`src/common/aps_params.svh`:
```
// timing counts, edge numbers and word layout of the power mode sequencer
`ifndef APS_PARAMS_SVH
`define APS_PARAMS_SVH

// serial word layout
`define APS_WORD_BITS 16
`define APS_LEAD_ZEROS 4
`define APS_CODE_BITS 12

// serial clock falling edge numbers within a frame
`define APS_EDGE_GLITCH 5'h02
`define APS_EDGE_KEEP 5'h0A
`define APS_EDGE_TRACK 5'h0D
`define APS_EDGE_LATCH 5'h03
`define APS_EDGE_WORD 5'h10
`define APS_EDGE_FULL12 5'h10
`define APS_EDGE_FULL10 5'h0E
`define APS_EDGE_MAX 5'h1F

// analog power-up time and its count of ref_clk cycles
`define APS_CLK_PERIOD_NS 100
`define APS_POWER_UP_NS 1000
`define APS_POWER_UP_CYCLES ((`APS_POWER_UP_NS + `APS_CLK_PERIOD_NS - 1) / `APS_CLK_PERIOD_NS)

`endif

```
`src/common/aps_pkg.sv`:
```
// types shared by the power mode sequencer, its assertions and its bench
package aps_pkg;

	// power state of the converter
	typedef enum logic [1:0] {
		APS_MODE_NORMAL,
		APS_MODE_WAKING,
		APS_MODE_DOWN
	} aps_mode_e;

	// one finished conversion as handed to the parallel result port
	typedef struct packed {
		logic [11:0] code;
		logic [15:0] word;
	} aps_result_s;

endpackage

```
`src/rtl/aps_result_buf.sv`:
```
// two-entry skid buffer between the converter and the result port
`timescale 1ns/10ps

module aps_result_buf #(
	parameter int WIDTH = 28
) (
	// clock and reset
	input wire logic ref_clk,
	input wire logic reset_n,
	// filling side
	input wire logic in_valid,
	output logic in_ready,
	input wire logic [WIDTH-1:0] in_data,
	// draining side
	input wire logic out_ready,
	output logic out_valid,
	output logic [WIDTH-1:0] out_data
);

	// entry 0 is the head seen at the output, entry 1 the skid slot
	logic [WIDTH-1:0] mem [2];
	logic [1:0] held;
	logic push;
	logic pop;

	assign push = in_valid && in_ready;
	assign pop = out_valid && out_ready;

	// occupancy and entry moves; head refills from skid on a pop
	always_ff @(posedge ref_clk or negedge reset_n) begin
		if (!reset_n) begin
			held <= 2'h0;
			mem[0] <= '0;
			mem[1] <= '0;
		end else begin
			unique case ({push, pop})
				2'b10: begin
					if (held == 2'h0) begin
						mem[0] <= in_data;
					end else begin
						mem[1] <= in_data;
					end
					held <= held + 2'h1;
				end
				2'b01: begin
					mem[0] <= mem[1];
					held <= held - 2'h1;
				end
				2'b11: begin
					if (held == 2'h1) begin
						mem[0] <= in_data;
					end else begin
						mem[0] <= mem[1];
						mem[1] <= in_data;
					end
				end
				default: begin
				end
			endcase
		end
	end

	// registered flags so ready and valid come straight from flops
	always_ff @(posedge ref_clk or negedge reset_n) begin
		if (!reset_n) begin
			in_ready <= 1'b1;
			out_valid <= 1'b0;
		end else begin
			unique case ({push, pop})
				2'b10: begin
					out_valid <= 1'b1;
					in_ready <= (held == 2'h0);
				end
				2'b01: begin
					out_valid <= (held == 2'h2);
					in_ready <= 1'b1;
				end
				default: begin
				end
			endcase
		end
	end

	assign out_data = mem[0];

endmodule

```
`src/rtl/aps_sequencer.sv`:
```
// frame select and serial clock sequencer of a serial sar converter
`timescale 1ns/10ps
`include "aps_params.svh"

// Behaviour
// count of clock falls picks power mode
// sample and start converting at select fall
// host keeps select low ten falls
// rise after tenth: stay up, abort, float
// host gives sixteen or fourteen clocks
// host may idle select high or low
// host waits quiet time before next frame
// power-down turns analog circuitry off
// rise between second and tenth: power down
// rise before second fall: stay normal
// wake starts at fall, needs ten falls
// dummy wake frame full after sixteen clocks
// early rise in wake frame: back down
// host may shorten dummy after power-up time
// host waits quiet time after dummy frame
// waking hold returns to track first edge
// host runs one dummy frame at start
// host may force power-down at start
// start-up dummy frame needs no wait
// track-and-hold starts in track mode
// sixteen-bit word, four zeros, msb first
// select fall holds and enables output
// first zero at select fall, shift falls
// after thirteen falls track on rise
// falls counted from select fall, judged rising
// power state kept while select high
module aps_sequencer #(
	parameter int RESULT_BITS = 12,
	parameter bit START_DOWN = 1'b0
) (
	// clock and reset
	input wire logic ref_clk,
	input wire logic reset_n,
	// serial pins from the host
	input wire logic frame_select_n,
	input wire logic serial_clk,
	// serial data pin, enable high while driving
	output logic serial_out,
	output logic serial_out_oe,
	// converter core
	input wire logic [11:0] conv_code,
	output logic sample_strobe,
	output logic track_mode,
	output logic analog_power_on,
	output logic power_ready,
	// parallel result stream
	input wire logic result_ready,
	output logic result_valid,
	output aps_pkg::aps_result_s result_data,
	output logic result_space
);

	localparam logic [4:0] FULL_EDGE = (RESULT_BITS == 10) ? `APS_EDGE_FULL10 : `APS_EDGE_FULL12;
	localparam logic [3:0] SETTLE_CYCLES = 4'(`APS_POWER_UP_CYCLES);

	// pin synchronisers and edge history
	logic cs_meta;
	logic cs_sync;
	logic cs_prev;
	logic sck_meta;
	logic sck_sync;
	logic sck_prev;
	logic cs_fall;
	logic cs_rise;
	logic sck_fall;
	logic sck_rise;

	// frame state
	logic frame_on;
	logic [4:0] edge_cnt;
	logic [4:0] next_cnt;
	logic [11:0] code_q;
	logic frame_normal;
	logic wake_tracked;
	aps_pkg::aps_mode_e mode;
	aps_pkg::aps_mode_e next_mode;
	logic [3:0] settle_cnt;
	logic [15:0] out_word;

	// result push into the buffer
	logic push_valid;
	aps_pkg::aps_result_s push_data;
	logic buf_ready;

	// serial word: leading zeros, code msb first, trailing zeros for 10 bits
	function automatic logic [15:0] build_word(input logic [11:0] c);
		logic [11:0] m;
		m = c;
		if (RESULT_BITS == 10) begin
			m[1:0] = 2'h0;
		end
		return {4'h0, m};
	endfunction

	// power state left by a select rise, judged on the falls counted so far
	function automatic aps_pkg::aps_mode_e rise_mode(input logic [4:0] falls,
			input logic began_normal);
		if (falls < `APS_EDGE_GLITCH) begin
			// glitch: normal stays normal, a wake falls back
			return began_normal ? aps_pkg::APS_MODE_NORMAL : aps_pkg::APS_MODE_DOWN;
		end else if (falls < `APS_EDGE_KEEP) begin
			return aps_pkg::APS_MODE_DOWN;
		end
		return aps_pkg::APS_MODE_NORMAL;
	endfunction

	// two flip-flops on each pin before any logic looks at it
	always_ff @(posedge ref_clk or negedge reset_n) begin
		if (!reset_n) begin
			cs_meta <= 1'b1;
			cs_sync <= 1'b1;
			cs_prev <= 1'b1;
			sck_meta <= 1'b0;
			sck_sync <= 1'b0;
			sck_prev <= 1'b0;
		end else begin
			cs_meta <= frame_select_n;
			cs_sync <= cs_meta;
			cs_prev <= cs_sync;
			sck_meta <= serial_clk;
			sck_sync <= sck_meta;
			sck_prev <= sck_sync;
		end
	end

	assign cs_fall = cs_prev && !cs_sync;
	assign cs_rise = !cs_prev && cs_sync && frame_on; // idle-high rises ignored
	assign sck_fall = sck_prev && !sck_sync && frame_on;
	assign sck_rise = !sck_prev && sck_sync && frame_on;
	assign next_cnt = (edge_cnt == `APS_EDGE_MAX) ? edge_cnt : edge_cnt + 5'h01;

	// the word shifted out, rebuilt from the latched code
	assign out_word = build_word(code_q);

	// falling edge counter, cleared at each select fall
	always_ff @(posedge ref_clk or negedge reset_n) begin
		if (!reset_n) begin
			frame_on <= 1'b0;
			edge_cnt <= 5'h00;
		end else if (cs_fall) begin
			frame_on <= 1'b1;
			edge_cnt <= 5'h00;
		end else if (cs_rise) begin
			frame_on <= 1'b0;
		end else if (sck_fall) begin
			edge_cnt <= next_cnt;
		end
	end

	// power mode decision, taken at the select fall, the select rise and the sixteenth fall of a wake frame
	always_comb begin
		next_mode = mode;
		if (cs_fall && mode == aps_pkg::APS_MODE_DOWN) begin
			next_mode = aps_pkg::APS_MODE_WAKING; // wake begins at select fall
		end else if (cs_rise) begin
			next_mode = rise_mode(edge_cnt, frame_normal);
		end else if (sck_fall && next_cnt == `APS_EDGE_WORD && mode == aps_pkg::APS_MODE_WAKING) begin
			next_mode = aps_pkg::APS_MODE_NORMAL; // full dummy frame done
		end
	end

	// mode register and analog supply switch
	always_ff @(posedge ref_clk or negedge reset_n) begin
		if (!reset_n) begin
			mode <= START_DOWN ? aps_pkg::APS_MODE_DOWN : aps_pkg::APS_MODE_NORMAL;
			analog_power_on <= !START_DOWN;
		end else begin
			mode <= next_mode;
			analog_power_on <= (next_mode != aps_pkg::APS_MODE_DOWN);
		end
	end

	// remember whether the frame began fully powered; only such frames yield data
	always_ff @(posedge ref_clk or negedge reset_n) begin
		if (!reset_n) begin
			frame_normal <= 1'b0;
		end else if (cs_fall) begin
			frame_normal <= (mode == aps_pkg::APS_MODE_NORMAL);
		end
	end

	// sample strobe on every select fall
	always_ff @(posedge ref_clk or negedge reset_n) begin
		if (!reset_n) begin
			sample_strobe <= 1'b0;
		end else begin
			sample_strobe <= cs_fall;
		end
	end

	// code from the converter core is taken just before its msb goes out
	always_ff @(posedge ref_clk or negedge reset_n) begin
		if (!reset_n) begin
			code_q <= 12'h000;
		end else if (sck_fall && next_cnt == `APS_EDGE_LATCH) begin
			code_q <= conv_code;
		end
	end

	// serial data pin: zero at select fall, a new bit on each of the first fifteen clock falls
	always_ff @(posedge ref_clk or negedge reset_n) begin
		if (!reset_n) begin
			serial_out <= 1'b0;
			serial_out_oe <= 1'b0;
		end else if (cs_fall) begin
			serial_out <= 1'b0; // first leading zero
			serial_out_oe <= 1'b1; // leave high impedance
		end else if (cs_rise) begin
			serial_out_oe <= 1'b0; // aborted frame floats the pin
		end else if (sck_fall) begin
			if (next_cnt >= `APS_EDGE_WORD) begin
				serial_out_oe <= 1'b0; // last bit done at sixteenth fall
			end else begin
				serial_out <= out_word[4'hF - next_cnt[3:0]];
			end
		end
	end

	// track-and-hold control, track from reset
	always_ff @(posedge ref_clk or negedge reset_n) begin
		if (!reset_n) begin
			track_mode <= 1'b1;
		end else if (cs_fall) begin
			track_mode <= 1'b0; // hold at select fall
		end else if (cs_rise) begin
			track_mode <= (next_mode != aps_pkg::APS_MODE_DOWN);
		end else if (!wake_tracked && (sck_fall || sck_rise)) begin
			track_mode <= 1'b1; // first clock edge of a wake frame
		end else if (sck_rise && edge_cnt >= `APS_EDGE_TRACK) begin
			track_mode <= 1'b1;
		end
	end

	// a wake frame owes one early return to track on its first clock edge
	always_ff @(posedge ref_clk or negedge reset_n) begin
		if (!reset_n) begin
			wake_tracked <= 1'b0;
		end else if (cs_fall) begin
			wake_tracked <= (mode != aps_pkg::APS_MODE_DOWN);
		end else if (!cs_rise && (sck_fall || sck_rise)) begin
			wake_tracked <= 1'b1;
		end
	end

	// analog settle timer, restarted whenever the analog supply is off
	always_ff @(posedge ref_clk or negedge reset_n) begin
		if (!reset_n) begin
			settle_cnt <= 4'h0;
		end else if (!analog_power_on) begin
			settle_cnt <= 4'h0;
		end else if (settle_cnt != SETTLE_CYCLES) begin
			settle_cnt <= settle_cnt + 4'h1;
		end
	end

	// ready follows the next mode so it drops in the same cycle as the supply
	always_ff @(posedge ref_clk or negedge reset_n) begin
		if (!reset_n) begin
			power_ready <= 1'b0;
		end else begin
			power_ready <= (next_mode == aps_pkg::APS_MODE_NORMAL) &&
				(settle_cnt == SETTLE_CYCLES);
		end
	end

	// completed conversion of a powered frame goes to the result buffer
	always_ff @(posedge ref_clk or negedge reset_n) begin
		if (!reset_n) begin
			push_valid <= 1'b0;
			push_data <= '0;
		end else begin
			push_valid <= 1'b0;
			if (sck_fall && next_cnt == FULL_EDGE && frame_normal && buf_ready) begin
				push_valid <= 1'b1;
				push_data.code <= code_q;
				push_data.word <= out_word;
			end
		end
	end

	// buffer space flag seen one cycle late, registered for the port
	always_ff @(posedge ref_clk or negedge reset_n) begin
		if (!reset_n) begin
			result_space <= 1'b1;
		end else begin
			result_space <= buf_ready;
		end
	end

	// two-entry buffer so a stalled reader loses no word until two are held
	aps_result_buf #(
		.WIDTH($bits(aps_pkg::aps_result_s))
	) u_buf (
		.ref_clk(ref_clk),
		.reset_n(reset_n),
		.in_valid(push_valid),
		.in_ready(buf_ready),
		.in_data(push_data),
		.out_ready(result_ready),
		.out_valid(result_valid),
		.out_data(result_data)
	);

endmodule
```
`config.mk`:
```
export PLATFORM = sky130hd
export DESIGN_NAME = aps_sequencer
export DESIGN_NICKNAME = d
export VERILOG_FILES = /design/src/common/aps_pkg.sv /design/src/rtl/aps_result_buf.sv /design/src/rtl/aps_sequencer.sv
export VERILOG_INCLUDE_DIRS = /design/src /design/src/common
export SDC_FILE = /design/constraint.sdc
export NUM_CORES = 1
export LEC_CHECK = 0
export BUFFER_PORTS_ARGS = -buffer_cell sky130_fd_sc_hd__buf_2
export CAP_MARGIN = 20
export CORE_ASPECT_RATIO = 0.8
export CORE_MARGIN = 2
export CORE_UTILIZATION = 40
export DETAILED_ROUTE_END_ITERATION = 8
export GPL_ROUTABILITY_DRIVEN = 0
export HOLD_SLACK_MARGIN = 0.05
export PLACE_DENSITY = 0.55
export SKIP_LAST_GASP = 1
export SYNTH_ARGS = -nofsm -noshare
export SYNTH_HDL_FRONTEND = slang
export SYNTH_HIERARCHICAL = 1
export SYNTH_SLANG_ARGS = --single-unit
export TNS_END_PERCENT = 50
```
`constraint.sdc`:
```
create_clock -name ref_clk -period 3.3 [get_ports ref_clk]
set_clock_uncertainty 0.05 [all_clocks]
set_input_delay 0.33 -clock ref_clk [delete_from_list [all_inputs] [get_ports ref_clk]]
set_output_delay 0.33 -clock ref_clk [all_outputs]
set_load 0.02 [all_outputs]
```
==> out/results.txt <==
synth warn: 6
Rel. slew slack: 0.385
count of final setup violators: 0
crit path time final: 2790 ps
Detailed Place HPWL: 6.89 mm
clock net sink count: 112
RSZ-0062 raised after global routing: no
Yosys cell types: 58
fin util: 0.452
cts bufs inserted: 9
Post-Syn Area per Cell: 11.9 um^2
CP max FO: 11
crit path DAT: 2980 ps
Max-cap violations: 0
status: completed
first-pass GRT wire length: 17.0 mm
crit path kind: reg -> reg
Final Cell Area: 0.00582 mm^2
clk root buf: clkbuf_16
Seq cells post-synth: 112
Most used DFF post-synth: dfrtp_1
worst-path cell chain: ha_1 > nand4_2 > o21a_1 > nor4_4 > buf_4 > mux2_2
post-synth top area share: 0.498
initial antenna violation count: 0
# diodes: 0
Synth area leader: dfrtp_1
DRC violations left: 0
H-Tree Level Count: 3
slowest library cell on the worst path: dfrtp_1
IO buf count: 52
most frequent cells in the layout: 105 x dfrtp_1, 51 x buf_2, 44 x nand2_1
# hold bufs at CTS: 2
met3 usage: 0.0397
FFs w/ async S/R, synth: 1.00
Critical Path RT: 3480 ps
fmax: 0.358 GHz
Hold Fails Final Rpt: 0
core region area: 0.0129 mm^2
routed wire length: 9.99 mm
TritonRoute pass-1 iters: 5
fill count: 1223
CTS Buffer Depth: 2
mapped cell area: 0.00528 mm^2
gr busiest metal: met2
clock latency at the later pin of the worst-skew pair: 340 ps
Seq/Total Area, Yosys: 0.533
CTS clk-pin slew, worst paths: 80 ps
Min-Delay Path Class: in -> reg
grt total ovfl: 0
Startpoint Class: flip-flop
Synth area leaders: dfrtp_1 50%, mux2_2 8.5%, a22oi_1 4.0%, buf_4 4.0%, dfstp_2 3.5%
final setup TNS: 0 ps
vias in the first global route: 3297
GR Util met2: 0.228
CTS tree: done
vias per cell: 5.04
Gate Count Post-Synth: 445
Max Slew Vio Count: 0
drt wl/cell: 15.3 um
GRT Util Overall: 0.152
PostCTS Resize Cnt: 0
Area Overhead vs Synth: 10.4%
Slew @ Worst Pin: 918 ps
die width: 132 um
initial core utilization: 0.410
met1 Use GR: 0.213
Critical Path End Type: flip-flop
Leakage: 2.81 nW
number of I/O pins: 53
Final ANT Viol Nets: 0
Pwr Density: 644 mW/mm^2
iteration-0 DRC count of the detailed router: 157
commonest non-fill, non-tap cell in the layout: dfrtp_1
Post-CTS Setup Inserts: 0
layout cells sized above 1: 0.294
Site Rows: 37
largest stage delay on the critical path: 600 ps
Placed Area: 0.00546 mm^2
# nets final: 503
pin count of the biggest net entering global routing: 83
Via Count: 3294
Peak VDD IR: 0.356 mV
full die area: 0.0141 mm^2
number of enable flip-flop cells after synthesis: 0
fin crit share: 0.846
chip height: 107 um
-- critical path: cells and delay by family (launching register included) --
family	cells	cell delay, ps
AND/OR/NAND/NOR	2	730
flip-flops	1	600
adder cells (fa/ha/maj)	1	370
multiplexers	1	350
AO/OA/AOI/OAI	1	320
buffers and inverters	1	260
-- cell type report --
class	instances	area, um^2	share of cell area
multi-input combinational	276	2070	0.356
clock inverter	5	62.6	0.0107
inverter	13	48.8	0.00838
timing repair buffer	62	365	0.0627
tap	175	219	0.0376
sequential	112	2810	0.483
clock buffer	11	243	0.0417
-- power by group --
part	total (mW)	switching, mW	internal (mW)
logic	0.813	0.450	0.363
registers	1.82	0.205	1.61
clock network	1.12	0.501	0.617
total	3.75	1.16	2.59
-- path summary, 6_finish.rpt --
kind	to	cells after the start	slack [ps]	from
max in group asynchronous	u_buf/mem[9]	4	2010	reset_n
hold reg to reg	sck_sync	0	300	sck_meta
hold / removal	code_q[5]	2	160	conv_code[5]
setup reg to reg	push_data[5]	6	510	edge_cnt[0]
min in group asynchronous	u_buf/out_data[15]	2	330	reset_n
setup / recovery	push_data[5]	6	510	edge_cnt[0]
-- through the flow --
step	setup WS (ps)	power (mW)	hold slack (ps)	std cells
finish	508	3.75	156	654
detailed placement	518	2.66	290	634
global placement	634	2.64	287	634
floorplan	1010	2.46	-15.6	452
CTS	505	3.80	140	652
global route	359	3.98	145	654
-- cell families (layout without fill, tap and decap cells) --
family	after synthesis	in the layout	share of synthesized area
adders and majority gates	14	14	0.0323
AOI/OAI and AO/OA	104	104	0.130
and+or+nand+nor	85	85	0.0795
other	1	8	0.000711
buffers and inverters	64	91	0.0790
DFF	112	112	0.533
xor gates and xnor gates	7	7	0.0130
muxes	58	58	0.133
-- synth_stat cells, types with 2 or more instances --
cell type,instances
a21oi_1,11
o21a_1,4
nor4b_1,3
o21ai_0,17
maj3_1,2
o41ai_1,2
buf_2,9
and3_1,2
nor2_1,16
o21ai_1,21
mux2_4,11
ha_1,12
mux2_2,40
and2_1,3
buf_8,2
buf_4,28
inv_1,13
buf_6,5
mux2i_1,4
clkbuf_1,6
nand3b_1,3
a22oi_1,28
a31oi_1,4
mux2_1,2
dfrtp_1,105
xnor2_1,4
dfstp_2,7
nand2_1,44
o22ai_1,3
nor2b_1,5
xor2_1,2
-- sequential cells by signal, indices dropped and copies added, names as in the netlist, 2 cells and up --
| register | cells |
|---|---|
| edge_cnt | 5 |
| u_buf/out_data | 28 |
| code_q | 12 |
| u_buf/mem | 28 |
| push_data | 12 |
| settle_cnt | 4 |
| mode | 2 |
| u_buf/held | 2 |
-- layer usage --
layer | wire length, um | up-vias
li1 | - | 1602
met1 | 4910 | 1601
met2 | 4510 | 76
met3 | 392 | 15
met4 | 186 | 0
met5 | 0 | -
Note: power is estimated with default switching activity, not from simulation.
